### src/common/fanfm_pkg.sv
// Constants and types shared by the fan fault mask and configuration block
package fanfm_pkg;
  localparam int        NUM_FANS      = 4;
  localparam int        DRV_W         = 9;
  localparam int        TCH_W         = 11;
  localparam int        ADDR_W        = 8;
  localparam int        DATA_W        = 8;
  // Register map
  localparam logic [7:0] OFF_MASK     = 8'h01;
  localparam logic [7:0] OFF_CFG_BASE = 8'h02;
  localparam logic [7:0] OFF_CFG_LAST = 8'h05;
  // Fault status and mask register layout
  localparam int        STATUS_LSB    = 4;
  localparam logic [3:0] MASK_RESET   = 4'h0;
  localparam logic [3:0] STATUS_RESET = 4'h0;
  // Configuration register layout
  localparam int        CFG_MODE_BIT  = 7;
  localparam int        CFG_SPIN_HI   = 6;
  localparam int        CFG_SPIN_LO   = 5;
  localparam logic [7:0] CFG_WR_MASK  = 8'hEE;
  localparam logic [7:0] CFG_RESET    = 8'h00;
  localparam logic [7:0] RD_UNMAPPED  = 8'h00;
  // Drive levels
  localparam logic [8:0] DRV_FULL     = 9'h1FF;
  localparam logic [8:0] DRV_ZERO     = 9'h000;
  localparam logic [8:0] DRV_STEP     = 9'h001;
  // Spin-up codes and their limits in milliseconds
  localparam logic [1:0] SPIN_OFF     = 2'h0;
  localparam logic [1:0] SPIN_HALF    = 2'h1;
  localparam logic [1:0] SPIN_ONE     = 2'h2;
  localparam logic [1:0] SPIN_TWO     = 2'h3;
  localparam logic [11:0] SPIN_HALF_MS = 12'h1F4;
  localparam logic [11:0] SPIN_ONE_MS  = 12'h3E8;
  localparam logic [11:0] SPIN_TWO_MS  = 12'h7D0;
  localparam logic [1:0] SPIN_PULSES   = 2'h2;
  // Millisecond tick derived from the clock
  localparam int        CLK_PERIOD_NS = 10;
  localparam int        MS_NS         = 1000000;
  localparam int        MS_CYCLES     = MS_NS / CLK_PERIOD_NS;

  typedef enum logic [1:0] {
    FANFM_IDLE = 2'h0,
    FANFM_SPIN = 2'h1,
    FANFM_RUN  = 2'h3
  } fanfm_state_type;
endpackage

### src/common/fanfm_chan_if.sv
// Signals between the register block and one fan drive channel
`timescale 1ns/1ps
interface fanfm_chan_if;
  import fanfm_pkg::*;
  logic              mode_rpm;
  logic [1:0]        spin_code;
  logic              start;
  logic [DRV_W-1:0]  target_drive;
  logic [TCH_W-1:0]  target_tach;
  logic [TCH_W-1:0]  tach_count;
  logic              tach_pulse;
  logic              locked;
  logic              ms_tick;
  logic [DRV_W-1:0]  drive;
  logic              spinning;
  modport ctl  (output mode_rpm, spin_code, start, target_drive, target_tach, tach_count,
                tach_pulse, locked, ms_tick, input drive, spinning);
  modport chan (input mode_rpm, spin_code, start, target_drive, target_tach, tach_count,
                tach_pulse, locked, ms_tick, output drive, spinning);
endinterface

### src/hdl/fanfm_channel.sv
// One fan drive channel: spin-up sequencer, DAC follow and RPM regulation
`timescale 1ns/1ps
module fanfm_channel
  import fanfm_pkg::*;
(
  // Clock and reset
  input wire logic   clock,
  input wire logic   rst,
  // Channel link
  fanfm_chan_if.chan ch
);
  typedef struct packed {
    fanfm_state_type state;
    logic [DRV_W-1:0] drive;
    logic [11:0]      ms_cnt;
    logic [1:0]       pulses;
    logic             locked_prev;
    logic             spin;
  } fanfm_chan_type;

  fanfm_chan_type q;
  fanfm_chan_type n;
  logic [11:0]    limit_ms;
  logic           unlock;
  logic           spin_done;

  always_comb begin
    case (ch.spin_code)
      SPIN_HALF: limit_ms = SPIN_HALF_MS;
      SPIN_ONE:  limit_ms = SPIN_ONE_MS;
      default:   limit_ms = SPIN_TWO_MS;
    endcase
  end

  assign unlock    = q.locked_prev && !ch.locked;
  assign spin_done = (ch.tach_pulse && (q.pulses + 2'h1 == SPIN_PULSES)) || unlock
                     || (q.ms_cnt >= limit_ms);

  always_comb begin
    n = q;
    n.locked_prev = ch.locked;
    case (q.state)
      FANFM_SPIN: begin
        if (ch.tach_pulse) begin
          n.pulses = q.pulses + 2'h1;
        end
        if (ch.ms_tick) begin
          n.ms_cnt = q.ms_cnt + 12'h001;
        end
        if (spin_done) begin
          n.state = FANFM_RUN;
          n.drive = ch.target_drive;
        end
      end
      FANFM_IDLE, FANFM_RUN: begin
        if (ch.start && ch.spin_code != SPIN_OFF) begin
          n.state  = FANFM_SPIN;
          n.drive  = DRV_FULL;
          n.ms_cnt = 12'h000;
          n.pulses = 2'h0;
        end else if (ch.start || q.state == FANFM_RUN) begin
          n.state = FANFM_RUN;
          if (!ch.mode_rpm) begin
            n.drive = ch.target_drive;
          end else if (ch.ms_tick) begin
            // Regulation starts from whatever drive is present
            if (ch.tach_count > ch.target_tach && q.drive != DRV_FULL) begin
              n.drive = q.drive + DRV_STEP;
            end else if (ch.tach_count < ch.target_tach && q.drive != DRV_ZERO) begin
              n.drive = q.drive - DRV_STEP;
            end
          end
        end
      end
      default: n.state = FANFM_IDLE;
    endcase
    // Kept as its own flop so the spinning pin carries no decode logic
    n.spin = (n.state == FANFM_SPIN);
  end

  always_ff @(posedge clock or posedge rst) begin
    if (rst) begin
      q <= '{state: FANFM_IDLE, drive: DRV_ZERO, ms_cnt: 12'h000, pulses: 2'h0,
             locked_prev: 1'b0, spin: 1'b0};
    end else begin
      q <= n;
    end
  end

  assign ch.drive    = q.drive;
  assign ch.spinning = q.spin;
endmodule // fanfm_channel

### src/hdl/fanfm_top.sv
// Fan fault status, fault mask and per-fan configuration registers
`timescale 1ns/1ps
module fanfm_top
  import fanfm_pkg::*;
#(
  parameter int MS_TICK_CYCLES = MS_CYCLES
) (
  // Clock and reset
  input  wire logic                           clock,
  input  wire logic                           rst,
  // Register port
  input  wire logic [ADDR_W-1:0]              reg_addr,
  input  wire logic [DATA_W-1:0]              reg_wdata,
  input  wire logic                           reg_wr,
  input  wire logic                           reg_rd,
  output logic      [DATA_W-1:0]              reg_rdata,
  // Strap
  input  wire logic [1:0]                     spin_strap,
  // Per-fan inputs
  input  wire logic [NUM_FANS-1:0]            fault_in,
  input  wire logic [NUM_FANS-1:0]            target_load,
  input  wire logic [NUM_FANS-1:0][DRV_W-1:0] target_drive,
  input  wire logic [NUM_FANS-1:0][TCH_W-1:0] target_tach,
  input  wire logic [NUM_FANS-1:0][TCH_W-1:0] tach_count,
  input  wire logic [NUM_FANS-1:0]            tach_pulse,
  input  wire logic [NUM_FANS-1:0]            locked_rotor,
  // Outputs
  output logic      [NUM_FANS-1:0][DRV_W-1:0] drive_out,
  output logic      [NUM_FANS-1:0]            spinning,
  output logic                                fan_fail
);
  localparam int MS_W = $clog2(MS_TICK_CYCLES + 1);
  localparam logic [MS_W-1:0] MS_LAST = MS_W'(MS_TICK_CYCLES - 1);

  typedef struct packed {
    logic [NUM_FANS-1:0]             mask;
    logic [NUM_FANS-1:0]             status;
    logic [NUM_FANS-1:0][DATA_W-1:0] cfg;
    logic [DATA_W-1:0]               rdata;
    logic                            fan_fail;
    logic                            strap_done;
    logic [MS_W-1:0]                 ms_cnt;
    logic                            ms_tick;
  } fanfm_regs_type;

  fanfm_regs_type q;
  fanfm_regs_type n;
  logic           hit_mask;
  logic           hit_cfg;
  logic [1:0]     cfg_idx;
  logic [ADDR_W-1:0] cfg_off;

  assign hit_mask = (reg_addr == OFF_MASK);
  assign hit_cfg  = (reg_addr >= OFF_CFG_BASE) && (reg_addr <= OFF_CFG_LAST);
  assign cfg_off  = reg_addr - OFF_CFG_BASE;
  assign cfg_idx  = cfg_off[1:0];

  always_comb begin
    n = q;
    // Millisecond tick paces both the spin-up timer and the RPM step rate
    n.ms_tick = (q.ms_cnt == MS_LAST);
    n.ms_cnt  = n.ms_tick ? '0 : q.ms_cnt + MS_W'(1);

    // A read empties the status, but a fault in the same cycle still lands
    if (reg_rd && hit_mask) begin
      n.status = STATUS_RESET;
    end
    n.status = n.status | fault_in;

    // Only unmasked fans reach the shared output
    n.fan_fail = |((q.status | fault_in) & ~q.mask);

    if (reg_wr && hit_mask) begin
      n.mask = reg_wdata[NUM_FANS-1:0];
    end
    if (reg_wr && hit_cfg) begin
      n.cfg[cfg_idx] = reg_wdata & CFG_WR_MASK;
    end

    // Strap is sampled once, in the first cycle after reset release
    if (!q.strap_done) begin
      n.strap_done = 1'b1;
      for (int i = 0; i < NUM_FANS; i++) begin
        n.cfg[i] = CFG_RESET;
        n.cfg[i][CFG_SPIN_HI:CFG_SPIN_LO] = spin_strap;
      end
    end

    if (reg_rd) begin
      if (hit_mask) begin
        n.rdata = {q.status, q.mask};
      end else if (hit_cfg) begin
        n.rdata = q.cfg[cfg_idx];
      end else begin
        n.rdata = RD_UNMAPPED;
      end
    end
  end

  always_ff @(posedge clock or posedge rst) begin
    if (rst) begin
      q <= '{mask: MASK_RESET, status: STATUS_RESET, cfg: '0, rdata: '0, fan_fail: 1'b0,
             strap_done: 1'b0, ms_cnt: '0, ms_tick: 1'b0};
    end else begin
      q <= n;
    end
  end

  fanfm_chan_if ch_if [NUM_FANS] ();

  for (genvar g = 0; g < NUM_FANS; g++) begin : g_fan
    assign ch_if[g].mode_rpm     = q.cfg[g][CFG_MODE_BIT];
    assign ch_if[g].spin_code    = q.cfg[g][CFG_SPIN_HI:CFG_SPIN_LO];
    assign ch_if[g].start        = target_load[g];
    assign ch_if[g].target_drive = target_drive[g];
    assign ch_if[g].target_tach  = target_tach[g];
    assign ch_if[g].tach_count   = tach_count[g];
    assign ch_if[g].tach_pulse   = tach_pulse[g];
    assign ch_if[g].locked       = locked_rotor[g];
    assign ch_if[g].ms_tick      = q.ms_tick;
    assign drive_out[g]          = ch_if[g].drive;
    assign spinning[g]           = ch_if[g].spinning;

    fanfm_channel u_chan (
      .clock (clock),
      .rst   (rst),
      .ch    (ch_if[g])
    );
  end

  assign reg_rdata = q.rdata;
  assign fan_fail  = q.fan_fail;
endmodule // fanfm_top

### config.mk
export PLATFORM = sky130hd
export DESIGN_NAME = fanfm_top
export DESIGN_NICKNAME = d
export VERILOG_FILES = /design/src/common/fanfm_pkg.sv /design/src/common/fanfm_chan_if.sv /design/src/hdl/fanfm_channel.sv /design/src/hdl/fanfm_top.sv
export SDC_FILE = /design/constraint.sdc
export NUM_CORES = 1
export LEC_CHECK = 0
export BUFFER_PORTS_ARGS = -buffer_cell sky130_fd_sc_hd__buf_2
export CORE_UTILIZATION = 52
export CTS_CLUSTER_SIZE = 10
export DETAILED_ROUTE_END_ITERATION = 10
export PLACE_DENSITY = 0.78
export SLEW_MARGIN = 10
export SYNTH_ARGS = -nofsm -noshare
export SYNTH_HDL_FRONTEND = slang
export SYNTH_SLANG_ARGS = --single-unit
### constraint.sdc
create_clock -name clock -period 5.9 [get_ports clock]
set_input_delay 1.18 -clock clock [delete_from_list [all_inputs] [get_ports clock]]
set_output_delay 1.18 -clock clock [all_outputs]
set_load 0.01 [all_outputs]
==> metrics <==
Hold Fails Final Rpt=0; post-route antenna net violation count=0; Post-DP HPWL=21.0 mm; #FFs+latches synth=168; # rows=56; num ports=211; synth warn=0; WL/cell=14.7 microns; Routability Congestion=0.869; worst setup path class=input pin to flip-flop; via count=10,600; # setup viols final=0; fin crit share=69.8%; drt first-iter violations=571; share of post-route cells with drive strength above 1=21.1%; post-synthesis cell type count=66; worst-margin pin slew=966 ps; Area Overhead vs Synth=13.0%; TritonCTS Buffers=17; # clock sinks=168; Hold Crit Class=flip-flop to flip-flop; dpl ws=1360 ps; GRT Overall Usage=23.1%; R2R Path Start=g_fan[3].u_chan.ch.drive[0]; largest net degree at the start of global routing=105; final wirelength=27.9 mm; core area=23,500 sq um; grt total ovfl=0; worst-skew pair later-pin latency=440 ps; chip height=157 microns; EDFF count, synth=0; vias in the first global route=10,000; Root Buffer=clkbuf_16; met1 Use GR=28.9%; Crit path required time=6190 ps; final worst path period need=4120 ps; post-CTS resize count=0; Slew HR=35.6%; Port Buffers=209; Pwr Density=424 nW/um^2; max_cap viols=0; Primary FF master, synth=dfrtp_1; Syn Area/Cell=8.83 sq um; Peak supply drop=0.398 mV; leak pwr=6.68 nW; Worst Clk Skew=14.6 ps; RSZ-0062 raised after global routing=false; Die Wd=157 microns; residual DRC count=0; Syn Inst Count=1,408; sequential share of the synthesized area=33.8%; post-layout net count=1,859; GR Util met2=40.4%; global route hottest layer=met2; status=completed; Crit. Startpoint=target_tach[4]; max-slew violations=0; r2r setup slk=2810 ps; hold_sp=q[5]; syn nets=1,707; Initial Util=53.0%; PnR worst setup slack=1780 ps; CTS tree=done; total setup buffers inserted after CTS=0; leading cell type in the layout, fill and taps excluded=buf_2; crit path DAT=4410 ps; maximum clock frequency=243 MHz; Final Util=59.8%; first-pass GRT wire length=45.7 mm; Clock transition at path regs=70 ps; Worst setup EP type=flip-flop; top fanout value on the critical path=9; initial antenna violation count=3; H-tree depth=4; M3 GR Usage=4.26%; Via density=5.57; maximum root-to-sink buffer count=2; post-synthesis cell area=12,400 sq um; Fin Setup TNS=0 ps; drt pass-1 iters=8; CTS Hold Bufs=0; Die ar.=24,500 sq um; critical path startpoint category=input pin; most frequent cells in the layout=209 x buf_2, 168 x dfrtp_1, 142 x a21oi_1; Async S/R FF share, synth=100%
final cells by class:
cell class	instances	area, sq um
inverter	127	482
antenna	3	7.51
fill	1991	9430
clock inverter	14	160
tap	319	399
clock buffer	18	439
timing repair buffer	217	1110
multi-input combinational	1029	7250
sequential	168	4200
report_power, final:
group | switching [mW] | leakage (nW) | internal (mW)
Sequential | 0.334 | 2.14 | 1.43
Clock | 0.494 | 0.286 | 0.645
Combinational | 1.71 | 4.25 | 1.34
synthesized netlist by cell type (all sizes together), types with 33 or more instances:
cell type	instances	area, sq um
nor3	33	175
dfrtp	168	4200
o21ai	75	383
mux2i	42	420
ha	133	1660
nand3	39	195
buf	55	395
mux2	38	428
a21oi	145	737
inv	127	477
nand2	95	364
nor2	125	489
registers in the layout (all words and copies together) (netlist names):
name                      flops
ch_if.mode_rpm                4
ch_if.ms_tick                 1
g_fan.u_chan.q               68
g_fan.u_chan.ch.drive        36
g_fan.u_chan.ch.spinning      4
q                            38
reg_rdata                     8
fan_fail                      1
ch_if.spin_code               8
worst paths after layout:
check | to | cells after the start
worst max-delay path | g_fan[0].u_chan.ch.drive[7] | 17
worst min-delay path | q[5] | 1
worst max register to register | g_fan[3].u_chan.ch.drive[6] | 12
worst min register to register | q[5] | 1
max in group asynchronous | reg_rdata[4] | 3
min in group asynchronous | g_fan[3].u_chan.ch.drive[6] | 2
critical path, stage by stage:
cell	delay, ps
buf_2	80
inv_1	30
ha_1	300
a211oi_1	240
nor2_1	70
o31ai_1	240
a21oi_1	140
nand2_1	330
ha_1	310
a21o_1	150
a21oi_1	220
nor2_1	100
or4_1	400
a31oi_1	220
xnor2_1	110
o2111ai_1	180
o21ai_0	100
routing by layer:
layer,routed length (microns),share of wire (%)
met2,13600,49
met5,0,0
met4,332,1.2
met1,12400,45
met3,1540,5.5
cells by family (layout without fill, tap and decap cells):
| group | after synthesis | after routing | share of synthesized area [%] |
|---|---|---|---|
| compound gates | 338 | 338 | 16.2 |
| buf+inv | 211 | 376 | 7.90 |
| flops | 168 | 168 | 33.8 |
| mux | 86 | 86 | 7.91 |
| fa+ha+maj | 137 | 137 | 14.0 |
| simple gates | 409 | 409 | 16.0 |
| xor+xnor | 58 | 58 | 4.09 |
| other cells | 1 | 4 | 0.0302 |
through the flow:
step / area (sq um) / hold WS (ps) / instances / power [mW]
2_1_floorplan: 12400 / 438 / 1408 / 4.22
3_3_place_gp: 13400 / 454 / 1860 / 4.68
3_5_place_dp: 13400 / 468 / 1860 / 4.80
4_1_cts: 14000 / 481 / 1892 / 5.96
5_1_grt: 14000 / 505 / 1893 / 6.44
6_report: 14000 / 477 / 1895 / 5.95
(Power assumes the default switching activity.)
